--- config.mk ---
export PLATFORM = sky130hd
export DESIGN_NAME = pfms_port_mode
export DESIGN_NICKNAME = d
export VERILOG_FILES = /design/src/pfms_port_mem.v /design/src/pfms_port_mode.v
export VERILOG_INCLUDE_DIRS = /design/src
export SDC_FILE = /design/constraint.sdc
export NUM_CORES = 2
export LEC_CHECK = 0
export BUFFER_PORTS_ARGS = -buffer_cell sky130_fd_sc_hd__buf_2
export CORE_ASPECT_RATIO = 1.1
export CORE_MARGIN = 2
export CORE_UTILIZATION = 50
export CTS_CLUSTER_DIAMETER = 80
export DETAILED_ROUTE_END_ITERATION = 16
export PLACE_DENSITY_LB_ADDON = 0.15
export SLEW_MARGIN = 20
export SYNTH_ARGS = -nofsm -noshare
export SYNTH_HDL_FRONTEND = slang
export SYNTH_HIERARCHICAL = 1
export SYNTH_SLANG_ARGS = --single-unit
--- constraint.sdc ---
create_clock -name aclk -period 4.97 [get_ports aclk]
set_input_delay 0.2485 -clock aclk [delete_from_list [all_inputs] [get_ports aclk]]
set_output_delay 0.2485 -clock aclk [all_outputs]
set_load 0.005 [all_outputs]
--- src/pfms_defs.vh ---
// Register offsets, field positions, reset values and timing counts for the port mode block
`ifndef PFMS_DEFS_VH
`define PFMS_DEFS_VH
`define PFMS_CFG_BASE      8'h00
`define PFMS_THR_BASE      8'h30
`define PFMS_IN_DATA       8'h60
`define PFMS_EVT_MASK      8'h64
`define PFMS_IN_MODE       8'h68
`define PFMS_IRQ_STATUS    8'h6c
`define PFMS_IRQ_MASK      8'h70
`define PFMS_MODE_HI       15
`define PFMS_MODE_LO       12
`define PFMS_MODE_HIZ      4'h0
`define PFMS_MODE_THRIN    4'h1
`define PFMS_MODE_XLAT     4'h2
`define PFMS_CFG_RESET     16'h0000
`define PFMS_THR_RESET     12'h000
`define PFMS_MASK_RESET    12'hfff
`define PFMS_SETTLE_US     1000
`define PFMS_CLK_MHZ       10
`define PFMS_SETTLE_CYC    (`PFMS_SETTLE_US * `PFMS_CLK_MHZ)
`endif

--- src/pfms_port_mem.v ---
// Small register memory holding per-port configuration words
`timescale 1ns/1ps
module pfms_port_mem #(
  parameter WIDTH = 16,
  parameter DEPTH = 12,
  parameter AW    = 4
) (
  // Clock and reset
  input  wire             aclk,
  input  wire             aresetn,
  // Write port
  input  wire             wr_en,
  input  wire [AW-1:0]    wr_addr,
  input  wire [WIDTH-1:0] wr_data,
  // Registered read port
  input  wire [AW-1:0]    rd_addr,
  output reg  [WIDTH-1:0] rd_data
);
  reg [WIDTH-1:0] mem [0:DEPTH-1]; // Storage words
  integer i;

  // Write and clear; reset zeroes so modes start in high impedance
  always @(posedge aclk) begin
    if (!aresetn) begin
      for (i = 0; i < DEPTH; i = i + 1) begin
        mem[i] <= {WIDTH{1'b0}};
      end
    end else if (wr_en) begin
      mem[wr_addr] <= wr_data;
    end
  end

  // Read data from a register
  always @(posedge aclk) begin
    if (!aresetn) begin
      rd_data <= {WIDTH{1'b0}};
    end else begin
      rd_data <= mem[rd_addr];
    end
  end
endmodule

--- src/pfms_port_mode.v ---
// Per-port function mode selection with thresholded input and translator pairs
//
// Contract
// - Mode field bits 15:12 picks each port's function
// - Code 0000 keeps port undriven and unused
// - Code 0001 thresholded input, above threshold reads one
// - Threshold takes up to 1ms to apply
// - Comparison result readable in input data register
// - Code 0010 pairs port with next, neighbour hiz
// - Translator activity seen through input path
`timescale 1ns/1ps
`include "pfms_defs.vh"
module pfms_port_mode #(
  parameter NPORT      = 12,
  parameter THR_W      = 12,
  parameter SETTLE_CYC = `PFMS_SETTLE_CYC
) (
  // Clock and reset
  input  wire                   aclk,
  input  wire                   aresetn,
  // AXI4-Lite write address
  input  wire [7:0]             s_axi_awaddr,
  input  wire                   s_axi_awvalid,
  output wire                   s_axi_awready,
  // AXI4-Lite write data
  input  wire [31:0]            s_axi_wdata,
  input  wire [3:0]             s_axi_wstrb,
  input  wire                   s_axi_wvalid,
  output wire                   s_axi_wready,
  // AXI4-Lite write response
  output reg  [1:0]             s_axi_bresp,
  output reg                    s_axi_bvalid,
  input  wire                   s_axi_bready,
  // AXI4-Lite read address
  input  wire [7:0]             s_axi_araddr,
  input  wire                   s_axi_arvalid,
  output wire                   s_axi_arready,
  // AXI4-Lite read data
  output reg  [31:0]            s_axi_rdata,
  output reg  [1:0]             s_axi_rresp,
  output reg                    s_axi_rvalid,
  input  wire                   s_axi_rready,
  // Port pins: comparator results in, drive out
  input  wire [NPORT-1:0]       pin_above_thr,
  output reg  [NPORT-1:0]       pin_out,
  output reg  [NPORT-1:0]       pin_oe,
  // Thresholds toward the analogue comparators
  output reg  [NPORT*THR_W-1:0] thr_level,
  // Interrupt
  output wire                   irq
);
  // Register state
  reg  [3:0]       mode [0:NPORT-1];   // Mode field copy per port
  reg  [THR_W-1:0] thr  [0:NPORT-1];   // Threshold words
  reg  [NPORT-1:0] evt_mask;           // input_event_mask_bit per port
  reg  [NPORT-1:0] in_mode;            // input_detect_mode_bit per port
  reg  [NPORT-1:0] irq_status;         // Sticky input events
  reg  [NPORT-1:0] irq_mask;           // Interrupt enable mask
  reg  [NPORT-1:0] in_level;           // input_level_result_bit per port
  reg  [NPORT-1:0] settled;            // Threshold has taken effect
  reg  [13:0]      settle_cnt [0:NPORT-1];
  reg  [NPORT-1:0] xlat_rel;           // Translator pair in release lockout
  // Pin synchronisers
  reg  [NPORT-1:0] sync1;              // First stage, read only by sync2
  reg  [NPORT-1:0] sync2;
  reg  [NPORT-1:0] sync3;
  reg  [NPORT-1:0] stable;             // Filtered pin level
  // Bus state
  reg              aw_hold;
  reg              w_hold;
  reg  [7:0]       aw_addr;
  reg  [31:0]      w_data;
  reg  [3:0]       w_strb;
  reg  [3:0]       mem_rd_addr;
  wire [15:0]      mem_rd_data;
  reg              rd_pend;
  reg  [31:0]      rd_mux;
  reg              rd_from_mem;
  integer          k;

  // Port index of an address inside a bank, or 15 if outside
  function [3:0] port_of;
    input [7:0] addr;
    input [7:0] base;
    reg   [7:0] off;
    begin
      off = addr - base;
      if (addr >= base && off[1:0] == 2'b00 && off[7:2] < NPORT)
        port_of = off[5:2];
      else
        port_of = 4'hf;
    end
  endfunction

  // Mode used as input path: thresholded input or translator
  function is_input_mode;
    input [3:0] m;
    begin
      is_input_mode = (m == `PFMS_MODE_THRIN) || (m == `PFMS_MODE_XLAT);
    end
  endfunction

  wire       do_write = aw_hold && w_hold && !s_axi_bvalid;
  wire [3:0] cfg_wr_port = port_of(aw_addr, `PFMS_CFG_BASE);
  wire [3:0] thr_wr_port = port_of(aw_addr, `PFMS_THR_BASE);
  wire [15:0] cfg_wdata  = {w_strb[1] ? w_data[15:8] : mem_rd_data[15:8],
                            w_strb[0] ? w_data[7:0] : mem_rd_data[7:0]};

  assign s_axi_awready = !aw_hold;
  assign s_axi_wready  = !w_hold;
  // Refuse reads while a config write owns the memory read port, so a handshake is a take
  assign s_axi_arready = !rd_pend && !s_axi_rvalid && !(do_write && cfg_wr_port != 4'hf);
  assign irq           = |(irq_status & irq_mask);

  // Config words stored in memory; full words kept for readback
  pfms_port_mem #(.WIDTH(16), .DEPTH(NPORT), .AW(4)) u_cfg_mem (
    .aclk    (aclk),
    .aresetn (aresetn),
    .wr_en   (do_write && cfg_wr_port != 4'hf && (w_strb[1:0] == 2'b11)),
    .wr_addr (cfg_wr_port),
    .wr_data (cfg_wdata),
    .rd_addr (mem_rd_addr),
    .rd_data (mem_rd_data)
  );

  // Write channel capture and response
  always @(posedge aclk) begin
    if (!aresetn) begin
      aw_hold      <= 1'b0;
      w_hold       <= 1'b0;
      aw_addr      <= 8'h00;
      w_data       <= 32'h0000_0000;
      w_strb       <= 4'h0;
      s_axi_bvalid <= 1'b0;
      s_axi_bresp  <= 2'b00;
    end else begin
      if (s_axi_awvalid && !aw_hold) begin
        aw_hold <= 1'b1;
        aw_addr <= s_axi_awaddr;
      end
      if (s_axi_wvalid && !w_hold) begin
        w_hold <= 1'b1;
        w_data <= s_axi_wdata;
        w_strb <= s_axi_wstrb;
      end
      if (do_write) begin
        aw_hold      <= 1'b0;
        w_hold       <= 1'b0;
        s_axi_bvalid <= 1'b1;
        // Unmapped addresses answer decode error
        if (cfg_wr_port != 4'hf || thr_wr_port != 4'hf ||
            aw_addr == `PFMS_EVT_MASK || aw_addr == `PFMS_IN_MODE ||
            aw_addr == `PFMS_IRQ_STATUS || aw_addr == `PFMS_IRQ_MASK ||
            aw_addr == `PFMS_IN_DATA)
          s_axi_bresp <= 2'b00;
        else
          s_axi_bresp <= 2'b11;
      end else if (s_axi_bvalid && s_axi_bready) begin
        s_axi_bvalid <= 1'b0;
      end
    end
  end

  // Register writes, threshold settle timers and mode copies
  always @(posedge aclk) begin
    if (!aresetn) begin
      evt_mask <= `PFMS_MASK_RESET;
      in_mode  <= {NPORT{1'b0}};
      irq_mask <= {NPORT{1'b0}};
      settled  <= {NPORT{1'b0}};
      for (k = 0; k < NPORT; k = k + 1) begin
        mode[k]       <= `PFMS_MODE_HIZ;
        thr[k]        <= `PFMS_THR_RESET;
        settle_cnt[k] <= 14'd0;
      end
    end else begin
      for (k = 0; k < NPORT; k = k + 1) begin
        // Threshold applies after the settle time
        if (settle_cnt[k] != 14'd0) begin
          settle_cnt[k] <= settle_cnt[k] - 14'd1;
          if (settle_cnt[k] == 14'd1)
            settled[k] <= 1'b1;
        end
      end
      if (do_write) begin
        if (cfg_wr_port != 4'hf && w_strb[1])
          mode[cfg_wr_port] <= w_data[`PFMS_MODE_HI:`PFMS_MODE_LO];
        if (thr_wr_port != 4'hf && w_strb[1:0] == 2'b11) begin
          thr[thr_wr_port]        <= w_data[THR_W-1:0];
          settled[thr_wr_port]    <= 1'b0;
          settle_cnt[thr_wr_port] <= SETTLE_CYC[13:0];
        end
        if (aw_addr == `PFMS_EVT_MASK)
          evt_mask <= w_data[NPORT-1:0];
        if (aw_addr == `PFMS_IN_MODE)
          in_mode <= w_data[NPORT-1:0];
        if (aw_addr == `PFMS_IRQ_MASK)
          irq_mask <= w_data[NPORT-1:0];
      end
    end
  end

  // Pin synchroniser, filter, levels and sticky events
  always @(posedge aclk) begin
    if (!aresetn) begin
      sync1      <= {NPORT{1'b0}};
      sync2      <= {NPORT{1'b0}};
      sync3      <= {NPORT{1'b0}};
      stable     <= {NPORT{1'b0}};
      in_level   <= {NPORT{1'b0}};
      irq_status <= {NPORT{1'b0}};
    end else begin
      sync1 <= pin_above_thr;
      sync2 <= sync1;
      sync3 <= sync2;
      for (k = 0; k < NPORT; k = k + 1) begin
        // Change counts once the last two stages agree
        if (sync2[k] == sync3[k])
          stable[k] <= sync2[k];
        // Above threshold reads one; only in input modes
        if (is_input_mode(mode[k]) && in_mode[k] && settled[k])
          in_level[k] <= stable[k];
        else
          in_level[k] <= 1'b0;
        // Set wins over clear; masked ports raise nothing
        if (is_input_mode(mode[k]) && in_mode[k] && settled[k] &&
            !evt_mask[k] && stable[k] != in_level[k])
          irq_status[k] <= 1'b1;
        else if (do_write && aw_addr == `PFMS_IRQ_STATUS && w_data[k])
          irq_status[k] <= 1'b0;
      end
    end
  end

  // Pin drive per mode; translator drives the pair from each other
  always @(posedge aclk) begin
    if (!aresetn) begin
      pin_out   <= {NPORT{1'b0}};
      pin_oe    <= {NPORT{1'b0}};
      thr_level <= {NPORT*THR_W{1'b0}};
      xlat_rel  <= {NPORT{1'b0}};
    end else begin
      for (k = 0; k < NPORT; k = k + 1) begin
        thr_level[k*THR_W +: THR_W] <= thr[k];
        pin_out[k] <= 1'b0;
        pin_oe[k]  <= 1'b0; // High impedance by default
      end
      for (k = 0; k < NPORT - 1; k = k + 1) begin
        // Ports 5 and 11 never start a pair; the k != 5 test and the loop bound keep them off it
        if (mode[k] == `PFMS_MODE_XLAT && k != 5 &&
            mode[k+1] == `PFMS_MODE_HIZ) begin
          // Open-drain style: pull a high side low while the other is low, hold until it rises
          pin_oe[k]   <= !stable[k+1] && (pin_oe[k] ||
                         (stable[k] && !pin_oe[k+1] && !xlat_rel[k]));
          pin_oe[k+1] <= !stable[k] && (pin_oe[k+1] ||
                         (stable[k+1] && !pin_oe[k] && !xlat_rel[k]));
          // Our own release echoes low through the filter; lock out until both read high
          xlat_rel[k] <= (pin_oe[k] && stable[k+1]) || (pin_oe[k+1] && stable[k]) ||
                         (xlat_rel[k] && !(stable[k] && stable[k+1]));
        end
      end
    end
  end

  // Read decode, registered data
  always @* begin
    rd_mux      = 32'h0000_0000;
    rd_from_mem = 1'b0;
    mem_rd_addr = port_of(s_axi_araddr, `PFMS_CFG_BASE);
    if (do_write && cfg_wr_port != 4'hf)
      mem_rd_addr = cfg_wr_port;
    if (port_of(s_axi_araddr, `PFMS_CFG_BASE) != 4'hf)
      rd_from_mem = 1'b1;
    else if (port_of(s_axi_araddr, `PFMS_THR_BASE) != 4'hf)
      rd_mux[THR_W-1:0] = thr[port_of(s_axi_araddr, `PFMS_THR_BASE)];
    else if (s_axi_araddr == `PFMS_IN_DATA)
      rd_mux[NPORT-1:0] = in_level;
    else if (s_axi_araddr == `PFMS_EVT_MASK)
      rd_mux[NPORT-1:0] = evt_mask;
    else if (s_axi_araddr == `PFMS_IN_MODE)
      rd_mux[NPORT-1:0] = in_mode;
    else if (s_axi_araddr == `PFMS_IRQ_STATUS)
      rd_mux[NPORT-1:0] = irq_status;
    else if (s_axi_araddr == `PFMS_IRQ_MASK)
      rd_mux[NPORT-1:0] = irq_mask;
  end

  // Read channel: one wait cycle so memory data is registered
  always @(posedge aclk) begin
    if (!aresetn) begin
      rd_pend      <= 1'b0;
      s_axi_rvalid <= 1'b0;
      s_axi_rdata  <= 32'h0000_0000;
      s_axi_rresp  <= 2'b00;
    end else begin
      if (s_axi_arvalid && s_axi_arready) begin
        rd_pend     <= rd_from_mem;
        s_axi_rdata <= rd_mux;
        s_axi_rvalid <= !rd_from_mem;
        s_axi_rresp <= (rd_from_mem || rd_mux != 32'h0 ||
                        port_of(s_axi_araddr, `PFMS_THR_BASE) != 4'hf ||
                        (s_axi_araddr >= `PFMS_IN_DATA &&
                         s_axi_araddr <= `PFMS_IRQ_MASK &&
                         s_axi_araddr[1:0] == 2'b00)) ? 2'b00 : 2'b11;
      end else if (rd_pend) begin
        rd_pend      <= 1'b0;
        s_axi_rvalid <= 1'b1;
        s_axi_rdata  <= {16'h0000, mem_rd_data};
      end else if (s_axi_rvalid && s_axi_rready) begin
        s_axi_rvalid <= 1'b0;
      end
    end
  end
endmodule

Word-level counts from Yosys, hierarchy flattened
Memory sizes are Yosys's and may differ from the RTL's. A register that Yosys moved wholly into a read port is not among the register bits.
Index checks and enable logic that the tools add are counted.
{"block": "word_totals", "reg_bits": 193, "n_memories": 4, "out_inout_bits": 210, "ram_bits": 552, "wordCells": 764, "in_bits": 71}
{"block": "op_classes", "add_sub_neg": 14, "eq_ne": 76, "muxes": 172, "n_lt_le_gt_ge": 12, "n_bitwise": 16, "reduce_logical": 400}
{"name": "u_cfg_mem.mem", "words": 12, "width": 16, "read_ports": 1, "rd_clocked_by_memory_dff": 1, "wr": 12, "line_no": "pfms_port_mem.v:19", "text": "reg [WIDTH-1:0] mem [0:DEPTH-1];"}
{"name": "settle_cnt", "words": 12, "width": 14, "read_ports": 12, "rd_clocked_by_memory_dff": 0, "wr": 13, "line_no": "pfms_port_mode.v:61", "text": "reg [13:0] settle_cnt [0:NPORT-1];"}
{"name": "thr", "words": 12, "width": 12, "read_ports": 13, "rd_clocked_by_memory_dff": 12, "wr": 12, "line_no": "pfms_port_mode.v:54", "text": "reg [THR_W-1:0] thr [0:NPORT-1];"}
{"name": "mode", "words": 12, "width": 4, "read_ports": 12, "rd_clocked_by_memory_dff": 0, "wr": 12, "line_no": "pfms_port_mode.v:53", "text": "reg [3:0] mode [0:NPORT-1];"}
{"op": "1-bit logical AND", "n": 195}
{"op": "14-bit by 1-bit == test with 1-bit output, second input constant", "n": 12}
{"op": "14-bit two-way mux", "n": 12}
{"op": "14-bit nonzero test", "n": 12}
{"op": "14-bit by 1-bit subtractor with 14-bit output, second input constant", "n": 12}
{"op": "12-bit two-way mux", "n": 12}
{"op": "1-bit two-way mux", "n": 120}
{"op": "8-bit by 7-bit == test with 1-bit output, second input constant", "n": 10}
{"op": "1-bit zero test", "n": 76}
{"op": "1-bit logical OR", "n": 61}
{"op": "4-bit two-way mux", "n": 14}
{"op": "4-bit by 1-bit == test with 1-bit output, second input constant", "n": 12}
{"op": "4-bit by 2-bit == test with 1-bit output, second input constant", "n": 12}
{"op": "4-bit zero test", "n": 10}
{"op": "2-bit AND reduction", "n": 20}
{"op": "32-bit nonzero test", "n": 1}
{"op": "2-bit nonzero test", "n": 14}
{"op": "12-bit AND", "n": 2}
{"op": "6-bit by 4-bit < comparator with 1-bit output, second input constant", "n": 4}
{"op": "12-bit OR reduction", "n": 2}
{"op": "2-bit two-way mux", "n": 10}
{"op": "4-bit inequality test, second input constant", "n": 5}
{"op": "8-bit by 1-bit >= comparator with 1-bit output, second input constant", "n": 2}
{"op": "8-bit by 6-bit >= comparator with 1-bit output, second input constant", "n": 2}
{"op": "other kinds (19)", "n": 58}

Depth between registers and ports, before layout
An unclocked memory read counts as a cell.
{"block": "logic_depth", "word_depth": 17, "ltp_mapped": 13, "ltp_nobuf": 10}

By module
Netlist, hierarchy kept.
{"mod": "pfms_port_mode", "area_each_um2": 30459.2, "seq_area_each_um2": 17006.3, "cells_per_inst": 2963, "n_inst": 1}
{"mod": "pfms_port_mem", "area_each_um2": 11742.5, "seq_area_each_um2": 8007.7, "cells_per_inst": 779, "n_inst": 1}

Worst setup path after synthesis
No wires, ideal clock.
{"block": "synth_path", "path_kind": "reg-to-reg", "start": "reg aw_addr[4]", "end": "mem u_cfg_mem.mem[1][0], enable pin", "t_required_ns": 4.559, "n_path_buf": 2, "setup_time_ns": 0.411, "arrival_ns": 3.660, "synth_period_minus_slack_ns": 4.071, "setup_slack_ns": 0.899, "path_stages_with_launch": 10, "cell_sequence": "dfxtp_1 ha_1 or4_4 or4_1 clkbuf_1 nor2_1 nand2_1 or3_1 buf_6 o21ai_0"}
{"item": "start: declaration", "line_no": "pfms_port_mode.v:71", "text": "reg [7:0] aw_addr;"}
{"item": "start signal: assignment", "line_no": "pfms_port_mode.v:139", "text": "aw_addr <= s_axi_awaddr;"}
{"item": "end: declaration", "line_no": "pfms_port_mem.v:19"}

==> impl_metrics.py <==
metrics = {
    "synth": {
        "synth-edff-count": 487,
        "syn_area_per_cell_um2": 11.3,
        "netlist_area_um2": 42200,
        "synth_common_cells": "and2_1 (572), dfxtp_1 (519), edfxtp_1 (487)",
        "synth_top_area_share_pct": 34.7,
        "async_flop_share_pct": 0,
        "ys_seq_elements": 1006,
        "synth_area_leader_cell": "edfxtp_1",
        "synth_area_leaders": "edfxtp_1 (35%), dfxtp_1 (25%), and2_1 (8.5%)",
        "yosysUniqueCellTypes": 87,
        "ys_seq_area_share_pct": 59.3,
        "yosysWarnings": 6,
        "synth_ff_type": "dfxtp_1",
        "yosysMostFrequentCell": "and2_1",
        "synthCells": 3742,
    },
    "setup_path": {
        "r2r_start": "aw_addr[5]",
        "worstPathMaxFanout": 12,
        "timing.critical_path.cells": "ha_1 > or4_4 > or4_1 > nor2_1 > nand2_1 > or3_1 > nor3_4 > nand2b_1 > buf_4",
        "rr_endpoint": "u_cfg_mem/mem[0][4]",
        "cp_slowest_stage_delay_ns": 0.82,
        "startpoint": "aw_addr[5]",
        "critical_path_required_ns": 5.33,
        "rr_worst_depth": 9,
        "cp-end-kind": "flip-flop",
        "cp-start-kind": "flip-flop",
        "ff2ff_setup_slack_ns": 0.79,
        "worst-path-buf-inv": 1,
        "slowest_stage": "or4_1",
        "crit_family": "simple AND/OR/NAND/NOR gates",
        "crit_type": "reg -> reg",
        "cp.arrival_ns": 4.54,
    },
    "layout": {
        "post-route-util_pct": 58.0,
        "syn_to_final_growth_pct": 14.7,
        "final_area_um2": 48400,
        "finalNonFillerCells": 5224,
        "finalNetCount": 4102,
        "drive_above_1_share_pct": 14.6,
    },
    "drt": {
        "wl_met2_mm": 53.4,
        "drt-total-wl_mm": 116,
        "wire_per_inst_um": 22.1,
        "dr.pass1.iters": 5,
        "routed_via_density": 5.55,
        "via_count": 28990,
        "drc_errors": 0,
        "antenna_left": 0,
        "drt-met1-wl_mm": 49.9,
        "drt_iter0_drc": 2513,
        "routed.top_layer": "met5",
        "dr_wl_met3_mm": 8.61,
    },
    "sta": {
        "max_clock_freq_mhz": 239,
        "finalCriticalPeriod_ns": 4.18,
        "tns_ns": 0,
        "worst_pin_slew_ns": 1.17,
        "max-slew-margin-rel_pct": 21.6,
        "final_hold_viol_count": 0,
        "finalMaxSlewViolations": 0,
        "skew_ns": 0.0192,
        "finalSetupViolCount": 0,
        "period_share_pct": 84.1,
        "rsz0062_at_grt": "false",
    },
    "clock_tree": {
        "clkTransAtPathRegs_ns": 0.06,
        "tritoncts": "done",
        "htree_num_levels": 3,
        "post_cts_buffers": 0,
        "root_buffer": "clkbuf_16",
        "cts.sink_count": 1006,
        "cts_buffers": 102,
        "clock_path_buffers": 3,
        "clock_latency_ns": 0.67,
    },
    "floorplanning": {
        "die_h_um": 309,
        "row_count": 111,
        "core-area_um2": 83500,
        "io_pins": 281,
        "die_area_um2": 86700,
        "die-width_um": 281,
        "initial_core_util_pct": 50.6,
    },
    "power": {
        "p_switching_uw": 6100,
        "sw_frac_of_total_pct": 28.1,
        "peakVddDrop_v": 0.000261,
        "pwr-share-seq_pct": 45.9,
        "p_int_uw": 15600,
        "p_leak_uw": 0.0196,
        "power_density_nw_per_um2": 449,
        "comb_power_share_pct": 18.1,
        "clock_power_share_pct": 36.0,
    },
    "global_route": {
        "antenna_found_initial": 5,
        "grt_pass1_vias": 27519,
        "gr-total-overflow": 0,
        "grt_usage_pct": 26.4,
        "grt_pass1_wl_mm": 172,
        "grt_max_degree": 89,
    },
    "worst_hold_path": {
        "worstHoldStart": "s_axi_araddr[5]",
        "holdPathStages": 4,
        "whs_endpoint": "rd_pend",
        "min_path_type": "in -> reg",
    },
    "placement": {
        "dp.cells": 4987,
        "place_congestion": 0.879,
        "dpl_cell_area_um2": 44500,
        "dp_hpwl_mm": 78.1,
        "portBuffers": 234,
    },
    "outcome": {
        "status": "complete, no violations",
    },
    "flow_run": {
        "maxCapViolCount": 0,
    },
}
power groups by stage:
stage | clock network [µW] | registers [µW] | logic [µW]
after CTS | 7960 | 9960 | 3920
after floorplan | 0 | 9970 | 3080
final | 7830 | 9970 | 3920
after global routing | 8260 | 10100 | 4390
after global placement | 0 | 10100 | 3790
after detailed placement | 0 | 10100 | 3860
layout make-up:
cell class	count	area (µm²)
fill	6935	35100
sequential	1006	25000
multi-input combinational	2486	16100
clock buffer	148	3030
timing repair buffer	368	2320
tap	1130	1410
clock inverter	44	415
inverter	39	149
antenna	3	7.51
layer usage:
metal | vias to the layer above | GRT usage, %
met1 | 14047 | 36.2
met4 | 2 | 8.94
met2 | 1088 | 42.4
met3 | 197 | 4.65
li1 | 13656 | -
met5 | - | 0
cells by family after synthesis:
group,after synthesis,synth area share (%)
compound gates,497,7.58
xor+xnor,155,3.23
fa+ha+maj,28,0.830
buf+inv,280,3.15
flops,1006,59.3
mux,218,6.21
other cells,1,0.00889
simple gates,1557,19.7
repair_timing:
item                      in CTS  in global routing
gates resized for setup        0                  0
hold buffers                  42                  0
hold endpoints to repair      42                  0
through the flow:
step / hold WS [ns] / setup WS [ns] / power (µW)
4_1_cts: 0.0876 / 0.846 / 21800
6_report: 0.157 / 0.792 / 21700
3_3_place_gp: 0.418 / 0.938 / 13900
3_5_place_dp: 0.420 / 0.860 / 14000
5_1_grt: 0.164 / 0.642 / 22700
2_1_floorplan: 0.364 / 0.899 / 13000
worst max path at each step:
stage                                      to  cells past startpoint
after global placement    u_cfg_mem/mem[0][3]                      9
final                     u_cfg_mem/mem[0][4]                      9
after global routing      u_cfg_mem/mem[0][4]                      9
after detailed placement  u_cfg_mem/mem[0][3]                      9
after CTS                 u_cfg_mem/mem[0][4]                      9
after floorplan           u_cfg_mem/mem[1][0]                      9
flip-flops by register name (all words and copies together) (netlist names), 16 cells and up:
name,cells
settle_cnt,168
mode,48
s_axi_rdata,16
thr_level,144
thr,183
u_cfg_mem/mem,256
u_cfg_mem/rd_data,16
w_data,16
worst reg2reg max path: stages, from the launching register on:
cell and delay, ns:
dfxtp_1 0.42, ha_1 0.30, or4_4 0.47, or4_1 0.82, nor2_1 0.36, nand2_1 0.09
or3_1 0.54, nor3_4 0.20, nand2b_1 0.42, buf_4 0.28
cells in the final DEF (no fill, tap or decap), types with 93 or more instances in the layout:
master / Yosys / final
mux2i_1: 165 / 165
clkbuf_16: 0 / 110
nand2_1: 239 / 239
dfxtp_1: 519 / 519
nor2_1: 343 / 342
buf_2: 19 / 232
xnor2_1: 98 / 98
edfxtp_1: 487 / 487
and2_1: 572 / 572
o21ai_0: 106 / 93
a21oi_1: 150 / 150
Note: power is estimated with default switching activity, not from simulation.
